[src/podc_pkg.sv]
/*
  package for the port output driver control block: register offsets,
  field positions, reset values, mode encodings and timing constants.
  assumes a 32-bit axi4-lite register bus and a 100 MHz cpu clock.
*/
package podc_pkg;
  // pin counts: per port and for all three ports
  localparam int unsigned PODC_NPIN        = 8;
  localparam int unsigned PODC_NALL        = 24;
  // register byte offsets
  localparam logic [7:0]  PODC_OFF_P2AUX   = 8'ha4;
  localparam logic [7:0]  PODC_OFF_P2SEC   = 8'ha8;
  localparam logic [7:0]  PODC_OFF_LATCH   = 8'h00;
  localparam logic [7:0]  PODC_OFF_MODE1   = 8'h04;
  localparam logic [7:0]  PODC_OFF_MODE2   = 8'h08;
  localparam logic [7:0]  PODC_OFF_PINS    = 8'h0c;
  localparam logic [7:0]  PODC_OFF_CFG     = 8'h10;
  // port2_mode_aux fields
  localparam int unsigned PODC_B_S2        = 7;
  localparam int unsigned PODC_B_S1        = 6;
  localparam int unsigned PODC_B_S0        = 5;
  localparam int unsigned PODC_B_CLKO      = 4;
  localparam int unsigned PODC_B_T1        = 3;
  localparam int unsigned PODC_B_T0        = 2;
  // fixed pin indices within the 24-bit pin vector
  localparam int unsigned PODC_PIN_P12     = 10;
  localparam int unsigned PODC_PIN_P13     = 11;
  localparam int unsigned PODC_PIN_P15     = 13;
  localparam int unsigned PODC_PIN_P20     = 16;
  localparam int unsigned PODC_PIN_P21     = 17;
  // timer toggle outputs sit on port 0 pins (choice)
  localparam int unsigned PODC_PIN_TOG1    = 7;
  localparam int unsigned PODC_PIN_TOG0    = 6;
  // reset values
  localparam logic [7:0]  PODC_RST_P2AUX   = 8'h00;
  localparam logic [23:0] PODC_RST_MODE    = 24'h000000;
  // strong pull-up pulse
  localparam int unsigned PODC_CLK_NS      = 10;
  localparam int unsigned PODC_STRONG_CLKS = 2;
  localparam int unsigned PODC_STRONG_CYC  = PODC_STRONG_CLKS;
  // mode encodings (first, second)
  typedef enum logic [1:0] {
    PODC_M_QUASI = 2'b00,
    PODC_M_PUSH  = 2'b01,
    PODC_M_INPUT = 2'b10,
    PODC_M_OPEN  = 2'b11
  } podc_mode_t;
  // axi write channel states, one-hot
  typedef enum logic [2:0] {
    PODC_W_IDLE = 3'b001,
    PODC_W_RESP = 3'b010,
    PODC_W_HOLD = 3'b100
  } podc_wst_t;
endpackage

[src/podc_pin.sv]
/*
  one-pin driver decoder with strong pull-up pulse timer and
  two-stage input synchroniser. assumes latch and mode come from
  flip-flops of the parent and the pad is sampled synchronously.
*/
`timescale 1ns/1ns
module podc_pin
  import podc_pkg::*;
(
  input  wire logic       i_clk,     // cpu clock
  input  wire logic       i_rst,     // sync reset, high
  input  wire logic       i_latch,   // port latch
  input  wire logic [1:0] i_mode,    // first, second mode bits
  input  wire logic       i_pad,     // raw pad level
  input  wire logic       i_off,     // path disabled
  output logic            o_vweak,   // very weak pull-up
  output logic            o_weak,    // weak pull-up
  output logic            o_strong,  // strong pull-up
  output logic            o_pdn,     // pulldown
  output logic            o_sync     // synchronised level
);
  logic       s1_r, s1_nxt;        // first sync stage
  logic       s2_r, s2_nxt;        // second sync stage
  logic       lat_d_r;             // last latch value
  logic [1:0] cnt_r, cnt_nxt;      // strong pulse counter
  logic       vw_nxt, wk_nxt, st_nxt, pd_nxt;
  logic       vw_r, wk_r, st_r, pd_r;

  // next values for sync chain, pulse and drivers
  always_comb begin
    s1_nxt = i_pad;
    s2_nxt = s1_r;
    cnt_nxt = (cnt_r != 2'h0) ? cnt_r - 2'h1 : 2'h0;
    if (i_latch && !lat_d_r && i_mode == PODC_M_QUASI)
      cnt_nxt = 2'(PODC_STRONG_CYC);
    vw_nxt = 1'b0;
    wk_nxt = 1'b0;
    st_nxt = 1'b0;
    pd_nxt = 1'b0;
    if (!i_off) begin
      case (i_mode)
        PODC_M_QUASI: begin
          vw_nxt = i_latch;
          wk_nxt = i_latch && s2_r;
          // pulse ends early if software drops the latch: no contention
          st_nxt = i_latch && (cnt_nxt != 2'h0);
          pd_nxt = !i_latch;
        end
        PODC_M_PUSH: begin
          st_nxt = i_latch;
          pd_nxt = !i_latch;
        end
        PODC_M_OPEN: begin
          pd_nxt = !i_latch;
        end
        default: begin
          // input only: all drivers off
          pd_nxt = 1'b0;
        end
      endcase
    end
  end

  // register stage
  always_ff @(posedge i_clk) begin
    if (i_rst) begin
      s1_r    <= 1'b0;
      s2_r    <= 1'b0;
      lat_d_r <= 1'b1;
      cnt_r   <= 2'h0;
      vw_r    <= 1'b0;
      wk_r    <= 1'b0;
      st_r    <= 1'b0;
      pd_r    <= 1'b0;
    end else begin
      s1_r    <= s1_nxt;
      s2_r    <= s2_nxt;
      lat_d_r <= i_latch;
      cnt_r   <= cnt_nxt;
      vw_r    <= vw_nxt;
      wk_r    <= wk_nxt;
      st_r    <= st_nxt;
      pd_r    <= pd_nxt;
    end
  end

  assign o_vweak  = vw_r;
  assign o_weak   = wk_r;
  assign o_strong = st_r;
  assign o_pdn    = pd_r;
  assign o_sync   = s2_r;
endmodule // podc_pin

[src/podc_top.sv]
/*
  port output driver control: per-pin pull-up and pulldown enables for
  three 8-bit ports, fixed pins, reset level, schmitt selection, timer
  toggle outputs and clock output enable, with an axi4-lite register
  slave. assumes synchronous pads, a 100 MHz clock, sync active-high
  reset and a master that keeps to axi4-lite handshakes.
*/
// Behaviour
// - quasi mode: very weak pull-up follows latch
// - quasi weak pull-up needs latch and pin high
// - quasi latch rise gives strong pull-up two clocks
// - open drain: no pull-ups, pulldown when latch zero
// - push-pull: strong up on one, pulldown zero
// - port1 pins 2,3 fixed open drain
// - port1 pin 5 unconfigurable, input with internal reset
// - crystal option disables port2 pins 0 and 1
// - latches reset to level bit, quasi mode
// - per-port schmitt bits 7,6,5 select schmitt
// - port1 pins 2,3,5 always schmitt
// - bits 3,2 toggle pin on timer overflow unless a latch write commits in the same clock
// - bit 4 with rc/ext clock drives clock out
// - aux bits 1,0 with second register: port2 pin 0,1 modes
// - mode codes 00 quasi 01 push 10 input 11 open
// - quasi-bidirectional is the default mode
`timescale 1ns/1ns
module podc_top
  import podc_pkg::*;
(
  input  wire logic        I_MCLK,          // cpu clock
  input  wire logic        I_RST,           // sync reset, high
  input  wire logic        I_RESET_LEVEL,   // reset level of latches
  input  wire logic        I_INT_RESET,     // internal reset option
  input  wire logic        I_XTAL_OSC,      // crystal oscillator option
  input  wire logic        I_CLK_SRC_OK,    // rc or external clock used
  input  wire logic        I_OSC_CLK,       // clock to copy out
  input  wire logic        I_T0_OVF,        // timer 0 overflow pulse
  input  wire logic        I_T1_OVF,        // timer 1 overflow pulse
  input  wire logic [23:0] I_PAD,           // pad levels, p2:p1:p0
  input  wire logic [7:0]  S_AXI_AWADDR,
  input  wire logic        S_AXI_AWVALID,
  output logic             S_AXI_AWREADY,
  input  wire logic [31:0] S_AXI_WDATA,
  input  wire logic [3:0]  S_AXI_WSTRB,
  input  wire logic        S_AXI_WVALID,
  output logic             S_AXI_WREADY,
  output logic [1:0]       S_AXI_BRESP,
  output logic             S_AXI_BVALID,
  input  wire logic        S_AXI_BREADY,
  input  wire logic [7:0]  S_AXI_ARADDR,
  input  wire logic        S_AXI_ARVALID,
  output logic             S_AXI_ARREADY,
  output logic [31:0]      S_AXI_RDATA,
  output logic [1:0]       S_AXI_RRESP,
  output logic             S_AXI_RVALID,
  input  wire logic        S_AXI_RREADY,
  output logic [23:0]      O_VWEAK,         // very weak pull-ups
  output logic [23:0]      O_WEAK,          // weak pull-ups
  output logic [23:0]      O_STRONG,        // strong pull-ups
  output logic [23:0]      O_PDN,           // pulldowns
  output logic [23:0]      O_SCHMITT,       // schmitt input selected
  output logic [23:0]      O_IN_EN,         // input path enabled
  output logic             O_CLK_OUT,       // clock on osc second pin
  output logic             O_CLK_OUT_EN     // clock out enable
);
  logic [23:0] latch_r, latch_nxt;          // port latches
  logic [23:0] mode1_r, mode1_nxt;          // port_mode_first
  logic [23:0] mode2_r, mode2_nxt;          // port_mode_second
  logic [7:0]  aux_r, aux_nxt;              // port2_mode_aux
  logic [7:0]  sec_r, sec_nxt;              // port2_mode_second
  logic [23:0] eff1, eff2;                  // effective mode bits
  logic [23:0] off;                         // pin path disabled
  logic [23:0] syncd;                       // synchronised pins
  logic [23:0] smt_nxt, ien_nxt, ien_r;
  logic        cko_nxt, ckoe_nxt, ckoe_r;
  logic        rst_d_r;                     // reset seen last clock
  podc_wst_t   wst_r, wst_nxt;              // write channel state
  logic        awrdy_r, awrdy_nxt, wrdy_r, wrdy_nxt;
  logic        bv_r, bv_nxt;
  logic [1:0]  bresp_r, bresp_nxt;
  logic        have_a_r, have_a_nxt, have_d_r, have_d_nxt;
  logic [7:0]  wa_r, wa_nxt;                // captured write address
  logic [32:0] wd_r, wd_nxt;                // strobe bit 0 and write data
  logic        arrdy_r, arrdy_nxt, rv_r, rv_nxt;
  logic [31:0] rd_r, rd_nxt;
  logic [1:0]  rresp_r, rresp_nxt;
  // effective per-pin mode: fixed pins override, port2 low from aux and port2_mode_second
  always_comb begin
    eff1 = mode1_r;
    eff2 = mode2_r;
    eff1[PODC_PIN_P21:PODC_PIN_P20] = aux_r[1:0];
    eff2[PODC_PIN_P21:PODC_PIN_P20] = sec_r[1:0];
    eff1[PODC_PIN_P12] = 1'b1;
    eff2[PODC_PIN_P12] = 1'b1;
    eff1[PODC_PIN_P13] = 1'b1;
    eff2[PODC_PIN_P13] = 1'b1;
    // pin 5 is an input only
    eff1[PODC_PIN_P15] = 1'b1;
    eff2[PODC_PIN_P15] = 1'b0;
    off = '0;
    off[PODC_PIN_P20] = I_XTAL_OSC;
    // clock output owns osc second pin when enabled
    off[PODC_PIN_P21] = I_XTAL_OSC | ckoe_r;
  end
  genvar g;
  generate
    for (g = 0; g < PODC_NALL; g = g + 1) begin : g_pin
      podc_pin u_pin (
        .i_clk    (I_MCLK),
        .i_rst    (I_RST),
        .i_latch  (latch_r[g]),
        .i_mode   ({eff1[g], eff2[g]}),
        .i_pad    (I_PAD[g]),
        .i_off    (off[g]),
        .o_vweak  (O_VWEAK[g]),
        .o_weak   (O_WEAK[g]),
        .o_strong (O_STRONG[g]),
        .o_pdn    (O_PDN[g]),
        .o_sync   (syncd[g])
      );
    end
  endgenerate
  // input options and clock output, registered
  always_comb begin
    smt_nxt = {{8{aux_r[PODC_B_S2]}}, {8{aux_r[PODC_B_S1]}},
               {8{aux_r[PODC_B_S0]}}};
    smt_nxt[PODC_PIN_P12] = 1'b1;
    smt_nxt[PODC_PIN_P13] = 1'b1;
    smt_nxt[PODC_PIN_P15] = 1'b1;
    ien_nxt = ~off;
    // pin 5 input only with internal reset
    ien_nxt[PODC_PIN_P15] = I_INT_RESET;
    ckoe_nxt = aux_r[PODC_B_CLKO] & I_CLK_SRC_OK;
    cko_nxt  = ckoe_nxt & I_OSC_CLK;
  end
  // write channel: address and data in either order, then response
  always_comb begin
    wst_nxt    = wst_r;
    awrdy_nxt  = 1'b0;
    wrdy_nxt   = 1'b0;
    bv_nxt     = bv_r;
    bresp_nxt  = bresp_r;
    have_a_nxt = have_a_r;
    have_d_nxt = have_d_r;
    wa_nxt     = wa_r;
    wd_nxt     = wd_r;
    latch_nxt  = latch_r;
    mode1_nxt  = mode1_r;
    mode2_nxt  = mode2_r;
    aux_nxt    = aux_r;
    sec_nxt    = sec_r;
    if (aux_r[PODC_B_T1] && I_T1_OVF)
      latch_nxt[PODC_PIN_TOG1] = !latch_r[PODC_PIN_TOG1];
    if (aux_r[PODC_B_T0] && I_T0_OVF)
      latch_nxt[PODC_PIN_TOG0] = !latch_r[PODC_PIN_TOG0];
    case (wst_r)
      PODC_W_IDLE: begin
        if (S_AXI_AWVALID && awrdy_r) begin
          have_a_nxt = 1'b1;
          wa_nxt     = S_AXI_AWADDR;
        end
        if (S_AXI_WVALID && wrdy_r) begin
          have_d_nxt = 1'b1;
          wd_nxt     = {S_AXI_WSTRB[0], S_AXI_WDATA}; // strobe need not stay
        end
        awrdy_nxt = !have_a_nxt;
        wrdy_nxt  = !have_d_nxt;
        if (have_a_nxt && have_d_nxt)
          wst_nxt = PODC_W_RESP;
      end
      PODC_W_RESP: begin
        // commit the write; only the low byte lane strobe gates it
        bresp_nxt = 2'b00;
        if (!wd_r[32] && wa_r != PODC_OFF_PINS) begin
          bresp_nxt = 2'b00;
        end else if (wa_r == PODC_OFF_P2AUX) begin
          aux_nxt = wd_r[7:0];
        end else if (wa_r == PODC_OFF_P2SEC) begin
          sec_nxt = wd_r[7:0];
        end else if (wa_r == PODC_OFF_LATCH) begin
          latch_nxt = wd_r[23:0];
        end else if (wa_r == PODC_OFF_MODE1) begin
          mode1_nxt = wd_r[23:0];
        end else if (wa_r == PODC_OFF_MODE2) begin
          mode2_nxt = wd_r[23:0];
        end else begin
          bresp_nxt = 2'b10;                // unmapped or read-only
        end
        bv_nxt  = 1'b1;
        wst_nxt = PODC_W_HOLD;
      end
      PODC_W_HOLD: begin
        if (S_AXI_BREADY) begin
          bv_nxt     = 1'b0;
          have_a_nxt = 1'b0;
          have_d_nxt = 1'b0;
          awrdy_nxt  = 1'b1;
          wrdy_nxt   = 1'b1;
          wst_nxt    = PODC_W_IDLE;
        end
      end
      default: wst_nxt = PODC_W_IDLE;
    endcase
  end
  // read channel: one read at a time, data from a register
  always_comb begin
    arrdy_nxt = arrdy_r;
    rv_nxt    = rv_r;
    rd_nxt    = rd_r;
    rresp_nxt = rresp_r;
    if (S_AXI_ARVALID && arrdy_r) begin
      arrdy_nxt = 1'b0;
      rv_nxt    = 1'b1;
      rresp_nxt = 2'b00;
      if (S_AXI_ARADDR == PODC_OFF_P2AUX)
        rd_nxt = {24'h0, aux_r};
      else if (S_AXI_ARADDR == PODC_OFF_P2SEC)
        rd_nxt = {24'h0, sec_r};
      else if (S_AXI_ARADDR == PODC_OFF_LATCH)
        rd_nxt = {8'h0, latch_r};
      else if (S_AXI_ARADDR == PODC_OFF_MODE1)
        rd_nxt = {8'h0, mode1_r};
      else if (S_AXI_ARADDR == PODC_OFF_MODE2)
        rd_nxt = {8'h0, mode2_r};
      else if (S_AXI_ARADDR == PODC_OFF_PINS)
        rd_nxt = {8'h0, syncd & ien_r};     // port read of pins
      else if (S_AXI_ARADDR == PODC_OFF_CFG)
        rd_nxt = {28'h0, ckoe_r, I_XTAL_OSC, I_INT_RESET, I_RESET_LEVEL};
      else begin
        rd_nxt    = 32'h0;
        rresp_nxt = 2'b10;
      end
    end else if (rv_r && S_AXI_RREADY) begin
      rv_nxt    = 1'b0;
      arrdy_nxt = 1'b1;
    end
  end
  // all state registers; reset loads constants only
  always_ff @(posedge I_MCLK) begin
    if (I_RST) begin
      mode1_r  <= PODC_RST_MODE;
      mode2_r  <= PODC_RST_MODE;
      aux_r    <= PODC_RST_P2AUX;
      sec_r    <= PODC_RST_P2AUX;
      latch_r  <= 24'h000000;
      rst_d_r  <= 1'b1;
      wst_r    <= PODC_W_IDLE;
      awrdy_r  <= 1'b0;
      wrdy_r   <= 1'b0;
      bv_r     <= 1'b0;
      bresp_r  <= 2'b00;
      have_a_r <= 1'b0;
      have_d_r <= 1'b0;
      wa_r     <= 8'h00;
      wd_r     <= 33'h0;
      arrdy_r  <= 1'b0;
      rv_r     <= 1'b0;
      rd_r     <= 32'h0;
      rresp_r  <= 2'b00;
      O_SCHMITT <= 24'h000000;
      ien_r    <= 24'h000000;
      O_CLK_OUT <= 1'b0;
      ckoe_r   <= 1'b0;
    end else begin
      rst_d_r  <= 1'b0;
      mode1_r  <= mode1_nxt;
      mode2_r  <= mode2_nxt;
      aux_r    <= aux_nxt;
      sec_r    <= sec_nxt;
      // latches take reset level on first clock after release
      latch_r  <= rst_d_r ? {24{I_RESET_LEVEL}} : latch_nxt;
      wst_r    <= wst_nxt;
      awrdy_r  <= rst_d_r ? 1'b1 : awrdy_nxt;
      wrdy_r   <= rst_d_r ? 1'b1 : wrdy_nxt;
      bv_r     <= bv_nxt;
      bresp_r  <= bresp_nxt;
      have_a_r <= have_a_nxt;
      have_d_r <= have_d_nxt;
      wa_r     <= wa_nxt;
      wd_r     <= wd_nxt;
      arrdy_r  <= rst_d_r ? 1'b1 : arrdy_nxt;
      rv_r     <= rv_nxt;
      rd_r     <= rd_nxt;
      rresp_r  <= rresp_nxt;
      O_SCHMITT <= smt_nxt;
      ien_r    <= ien_nxt;
      O_CLK_OUT <= cko_nxt;
      ckoe_r   <= ckoe_nxt;
    end
  end
  assign O_IN_EN = ien_r;
  assign O_CLK_OUT_EN = ckoe_r;
  assign S_AXI_AWREADY = awrdy_r;
  assign S_AXI_WREADY = wrdy_r;
  assign S_AXI_BVALID = bv_r;
  assign S_AXI_BRESP = bresp_r;
  assign S_AXI_ARREADY = arrdy_r;
  assign S_AXI_RVALID = rv_r;
  assign S_AXI_RDATA = rd_r;
  assign S_AXI_RRESP = rresp_r;
endmodule // podc_top

[config.mk]
export PLATFORM = sky130hd
export DESIGN_NAME = podc_top
export DESIGN_NICKNAME = d
export VERILOG_FILES = /design/src/podc_pkg.sv /design/src/podc_pin.sv /design/src/podc_top.sv
export SDC_FILE = /design/constraint.sdc
export NUM_CORES = 1
export LEC_CHECK = 0
export BUFFER_PORTS_ARGS = -buffer_cell sky130_fd_sc_hd__buf_2
export CORE_AREA = 10 10 238 150
export CTS_BUF_LIST = sky130_fd_sc_hd__clkbuf_8
export DETAILED_ROUTE_END_ITERATION = 8
export DIE_AREA = 0 0 248 160
export PLACE_DENSITY = 0.74
export SKIP_CTS_REPAIR_TIMING = 1
export SLEW_MARGIN = 20
export SYNTH_ARGS = -nofsm -noshare
export SYNTH_HDL_FRONTEND = slang
export SYNTH_SLANG_ARGS = --single-unit
[constraint.sdc]
create_clock -name I_MCLK -period 2.4 [get_ports I_MCLK]
set_clock_uncertainty 0.1 [all_clocks]
set_input_delay 0 -clock I_MCLK [delete_from_list [all_inputs] [get_ports I_MCLK]]
set_output_delay 0 -clock I_MCLK [all_outputs]
set_load 0.01 [all_outputs]
==> results of run 1 <==
## power breakdown
group	internal [mW]	switching, mW	leakage, nW
Combinational	0.435	0.532	3.64
Sequential	6.28	0.144	2.99
Clock	2.76	2.35	0.630
Total	9.47	3.03	7.26
## worst paths after layout
check | startpoint | end | slack (ps) | cells after the start
setup reg to reg | wst_r[0]$_SDFFE_PP1P_ | wd_r[4]$_SDFFE_PP0P_ | 130 | 6
hold reg to reg | g_pin[4].u_pin.cnt_r[0]$_SDFF_PP0_ | g_pin[4].u_pin.cnt_r[0]$_SDFF_PP0_ | 320 | 1
setup / recovery | wst_r[0]$_SDFFE_PP1P_ | wd_r[4]$_SDFFE_PP0P_ | 130 | 6
hold / removal | I_PAD[7] | g_pin[7].u_pin.s1_r$_SDFF_PP0_ | 40 | 3
## logic make-up (layout without fill, tap and decap cells)
group / after synthesis / after routing / synth area share, %
AOI/OAI and AO/OA: 195 / 195 / 8.70
xor gates and xnor gates: 2 / 2 / 0.126
buffers and inverters: 241 / 486 / 10.9
DFF: 365 / 365 / 52.6
muxes: 92 / 92 / 8.43
other: 1 / 22 / 0.0270
and+or+nand+nor: 502 / 502 / 19.2
## through the flow
step                setup TNS [ps]  std cells
global route                 -27.5       2087
detailed placement               0       1900
CTS                              0       1992
finish                           0       2088
floorplan                        0       1417
global placement                 0       1900
## critical path, delay by kind of cell (launching register included)
| family | cells | cell delay [ps] |
|---|---|---|
| AO/OA/AOI/OAI | 1 | 140 |
| buffers and inverters | 2 | 780 |
| flip-flops | 1 | 450 |
| AND/OR/NAND/NOR | 3 | 720 |
## state kept, by name, indices dropped and copies added (netlist names), 3 cells and up
name	cells
aux_r	8
wd_r	25
sec_r	8
g_pin.u_pin.o_sync	24
g_pin.u_pin.lat_d_r	21
O_IN_EN	4
wst_r	3
g_pin.u_pin.cnt_r	42
g_pin.u_pin.o_vweak	21
S_AXI_RDATA	24
O_SCHMITT	4
latch_r	24
g_pin.u_pin.o_strong	21
mode1_r	24
g_pin.u_pin.s1_r	24
g_pin.u_pin.o_pdn	23
wa_r	8
g_pin.u_pin.o_weak	21
mode2_r	24
## layer usage
| layer | GRT usage (%) | up-vias | part of all wire [%] |
|---|---|---|---|
| met5 | 0 | - | 0 |
| met3 | 5.30 | 78 | 8.4 |
| met2 | 29.8 | 381 | 48 |
| met4 | 5.33 | 0 | 2.6 |
| li1 | - | 5053 | - |
| met1 | 22.4 | 4989 | 41 |
## cell usage after synthesis, types with 3 or more instances
cell      instances
nand2_1         108
or2_2            21
a22oi_1          10
nor4_1            8
buf_4           149
a22o_1           21
a32oi_1           3
and3_1            3
a31oi_1          26
o21ai_0           8
nand3b_1         20
and2_1           44
o221ai_1          3
dfxtp_1         365
mux2i_1          72
nor2b_1          58
mux4_2           20
nor3_1            5
inv_1            25
nand2b_1          8
nor4b_1          43
o22ai_1           4
nand3_1           9
o32ai_1           3
nor2_1          158
buf_2            11
nor3b_1           4
a21oi_1         100
clkbuf_1         51
o31a_1            5
## final cells by class
type / instances / area share [%]
Antenna cell: 2 / 0.0301
Clock buffer: 65 / 5.38
Clock inverter: 27 / 1.17
Inverter: 25 / 0.564
Multi-Input combinational cell: 811 / 31.0
Sequential cell: 365 / 43.9
Tap cell: 424 / 3.19
Timing Repair Buffer: 369 / 14.7
==> flow_summary_export.csv, run 1 <==
group,metric,value,unit
outcome,status,"finished clean",
worst_setup_path,startpoint_type,"register",
floorplanning,die_h,160,um
yosys,synth_top_area_share,52.6,%
yosys,syn_inst,1398,
detailed_routing,drc,0,
layout,final_cell_area,16600,um^2
worst_setup_path,max_stage_delay,580,ps
timing,post-route-period-util,94.7,%
layout,final_common_cell,"dfxtp_1",
placed_design,post-dp-hpwl,25500,um
placed_design,portBuffers,245,
flow_run,maxCapViolCount,0,
yosys,yosysUniqueCellTypes,55,
timing,setup_viol,0,
timing,maxSlewHeadroom,50.2,%
floorplanning,ios,277,
floorplanning,initial_utilization,44.0,%
global_route,grt_overflow_total,0,
pwr,p_leak,7.26,nW
cts,cts_tree,"yes",
worst_setup_path,path_class,"reg -> reg",
yosys,synth.cell_area,13900,um^2
floorplanning,fp.dieArea,39700,um^2
cts,clk_latency,610,ps
pwr,ir_drop,0.000513,V
global_route,grt_max_degree,73,
worst_setup_path,crit_path_cell_trace,"nor3b_1, buf_4, and3_2, nand2_1, dlygate4sd3_1, a21oi_1",
global_route,grt_pass1_wl,57100,um
global_route,grt_pass1_vias,9953,
detailed_routing,via_per_inst,5.03,
timing,max_freq,440,MHz
detailed_routing,ant_nets,0,
worst_setup_path,slowest_stage,"dlygate4sd3_1",
cts,clkTransAtPathRegs,70,ps
detailed_routing,first_iter_violations,778,
yosys,yosys_register_bits,365,
layout,nFillCells,2835,
global_route,antenna_found_initial,1,
layout,num-nets-final,1714,
layout,mostFrequentLayoutCells,"dfxtp_1, buf_2, nor2_1",
timing,hold_viol,0,
timing,maxSlewViolCount,0,
timing,setup_slack,127,ps
worst_setup_path,setup.worst_path.end_class,"register",
cts,clock-sinks,365,
yosys,synth.avg_cell_area,9.94,um^2
layout,area_growth,19.7,%
global_route,track_usage,18.1,%
cts,cts_root_buf,"clkbuf_8",
yosys,synth-async-reset-ratio,0,%
floorplanning,die_w,248,um
layout,drive_above_1_share,24.0,%
pwr,power,12.5,mW
pwr,p_per_area,751,nW/um^2
placed_design,place_congestion,0.847,
timing,hold_slack,35.4,ps
yosys,seq_area_frac_synth,52.6,%
timing,period_minus_slack,2270,ps
cts,cts.htree.levels,2,
yosys,synth.area.top_cells,"dfxtp_1, buf_4, mux2i_1, nor2_1, a21oi_1",
placed_design,post-place-ws,252,ps
floorplanning,placement_rows,51,
yosys,yosys_warnings,0,
cts,clk_path_buf_depth,3,
layout,fin_util,52.6,%
floorplanning,fp.coreArea,31600,um^2
detailed_routing,wl,39000,um
layout,multi_input_area,5150,um^2
worst_setup_path,crit_required,2830,ps
yosys,synth_edf_count,0,
placed_design,placed_area,14600,um^2
detailed_routing,drt_pass1_iterations,5,
worst_setup_path,critPathMaxFanout,10,
detailed_routing,post_drt_wl_per_cell,18.7,um
hold_path,hold_class,"in -> reg",
cts,cts_buffers,52,
detailed_routing,via_count,10500,
worst_setup_path,crit_arrival,2700,ps
layout,register_area,7310,um^2
timing,max_slew.worst_pin.slew,746,ps
yosys,yosysTopAreaCell,"dfxtp_1",
yosys,synthFlopType,"dfxtp_1",
No activity file was read; power rests on OpenSTA's default activity.
==> run 2: changes to the inputs <==
==> constraint.sdc (replaced) <==
create_clock -name I_MCLK -period 2.4 [get_ports I_MCLK]
set_clock_uncertainty 0.1 [all_clocks]
set_input_delay 0.12 -clock I_MCLK [delete_from_list [all_inputs] [get_ports I_MCLK]]
set_output_delay 0.12 -clock I_MCLK [all_outputs]
set_load 0.01 [all_outputs]
==> run 2 against run 1 <==
Against the previous run:
- first-iteration DRC count up 23%
- critical path type unchanged
- cell count down 1.1%
- critical endpoint is now wd_r[0]$_SDFFE_PP0P_
- sequential power about the same
- wire length down 1.2%
- clock power down 4.3%
- non-clock buffer count down 18
- combinational power down 2.7%
- worst hold slack worse by 8.1 ps
- total power down 1.9%
- maximum frequency down 4.2%
- design area down 1.5%
==> flow_summary_export.csv, run 2 (synthesis gave the netlist of run 1 again) <==
group,metric,value,unit
outcome,status,"finished clean",
worst_setup_path,critPathMaxFanout,26,
worst_setup_path,path_class,"reg -> reg",
timing,setup_slack,27.0,ps
detailed_routing,drt_pass1_iterations,6,
hold_path,hold_class,"in -> reg",
cts,cts.htree.levels,2,
layout,mostFrequentLayoutCells,"dfxtp_1, buf_2, nor2_1",
detailed_routing,first_iter_violations,960,
worst_setup_path,crit_arrival,2800,ps
cts,clkTransAtPathRegs,70,ps
layout,drive_above_1_share,24.3,%
cts,cts_buffers,51,
placed_design,placed_area,14600,um^2
timing,post-route-period-util,98.9,%
timing,hold_viol,0,
layout,final_common_cell,"dfxtp_1",
placed_design,place_congestion,0.848,
global_route,grt_overflow_total,0,
timing,tns,0,ps
global_route,grt_max_degree,93,
layout,largest-register,"g_pin.u_pin.cnt_r",
worst_setup_path,startpoint_type,"register",
placed_design,post-place-ws,278,ps
placed_design,post-dp-hpwl,25500,um
pwr,power,12.3,mW
layout,area_growth,17.9,%
cts,clock-sinks,365,
pwr,p_leak,7.16,nW
pwr,p_per_area,748,nW/um^2
detailed_routing,via_count,10500,
global_route,grt_pass1_wl,56800,um
flow_run,maxCapViolCount,0,
detailed_routing,via_per_inst,5.09,
cts,clk_latency,590,ps
global_route,antenna_found_initial,2,
global_route,track_usage,18.1,%
placed_design,portBuffers,245,
floorplanning,die_h,160,um
pwr,ir_drop,0.000408,V
cts,cts_tree,"yes",
timing,setup_viol,0,
layout,final_cell_area,16400,um^2
floorplanning,fp.dieArea,39700,um^2
timing,maxSlewViolCount,0,
timing,period_minus_slack,2370,ps
floorplanning,die_w,248,um
floorplanning,initial_utilization,44.0,%
timing,max_freq,421,MHz
layout,top_regs,"g_pin.u_pin.cnt_r (42), wd_r (25)",
cts,clk_path_buf_depth,3,
timing,maxSlewHeadroom,53.2,%
worst_setup_path,crit_required,2830,ps
layout,largest_reg_flops,42,
worst_setup_path,setup.worst_path.end_class,"register",
detailed_routing,wl,38600,um
detailed_routing,post_drt_wl_per_cell,18.7,um
timing,max_slew.worst_pin.slew,702,ps
floorplanning,fp.coreArea,31600,um^2
floorplanning,ios,277,
global_route,grt_pass1_vias,9976,
cts,cts_root_buf,"clkbuf_8",
floorplanning,placement_rows,51,
detailed_routing,ant_nets,0,
detailed_routing,drc,0,
layout,num-nets-final,1695,
## run 2: per-layer routing
| layer | share of wire, % | vias to the layer above | wire length, um | GRT usage (%) |
|---|---|---|---|---|
| met5 | 0 | - | 0 | 0 |
| met4 | 2.4 | 0 | 937 | 5.52 |
| met3 | 9.3 | 87 | 3580 | 5.38 |
| met2 | 48 | 436 | 18600 | 29.9 |
| met1 | 40 | 4971 | 15500 | 22.2 |
| li1 | - | 5004 | - | - |
## run 2: final cells by class
cell class | count | area [um^2]
sequential | 365 | 7310
antenna | 1 | 2.50
clock buffer | 64 | 881
multi-input combinational | 811 | 5150
fill | 2825 | 15200
clock inverter | 23 | 151
timing repair buffer | 351 | 2270
tap | 424 | 531
inverter | 25 | 93.8
## run 2: critical path, cell delays in order (launching register included)
cell and delay, ps:
dfxtp_1 460, nor3b_1 360, buf_4 210, and3_2 210, buf_12 210, nand2_1 80, a21oi_1 130, dlygate4sd3_1 560
## run 2: through the flow
stage / util, % / cells / hold slack, ps
after global placement: 46.2 / 1901 / 230
after global routing: 51.9 / 2064 / 26.3
final: 51.9 / 2064 / 27.3
after detailed placement: 46.2 / 1901 / 234
after CTS: 49.5 / 1988 / -413
after floorplan: - / 1417 / 47.7
## run 2: final timing paths
path / startpoint / to / slack, ps / cells after the start
setup / recovery: wst_r[0]$_SDFFE_PP1P_ / wd_r[0]$_SDFFE_PP0P_ / 30 / 7
hold / removal: S_AXI_ARADDR[0] / S_AXI_RDATA[2]$_SDFFE_PP0P_ / 30 / 5
setup reg to reg: wst_r[0]$_SDFFE_PP1P_ / wd_r[0]$_SDFFE_PP0P_ / 30 / 7
hold reg to reg: g_pin[7].u_pin.cnt_r[0]$_SDFF_PP0_ / g_pin[7].u_pin.cnt_r[0]$_SDFF_PP0_ / 320 / 1
## run 2: where the power goes
| group | leakage, nW | switching, mW | total [mW] | internal (mW) |
|---|---|---|---|---|
| clock network | 0.595 | 2.28 | 4.89 | 2.60 |
| logic | 3.58 | 0.525 | 0.941 | 0.417 |
| registers | 2.99 | 0.147 | 6.42 | 6.28 |
| total | 7.16 | 2.96 | 12.3 | 9.30 |
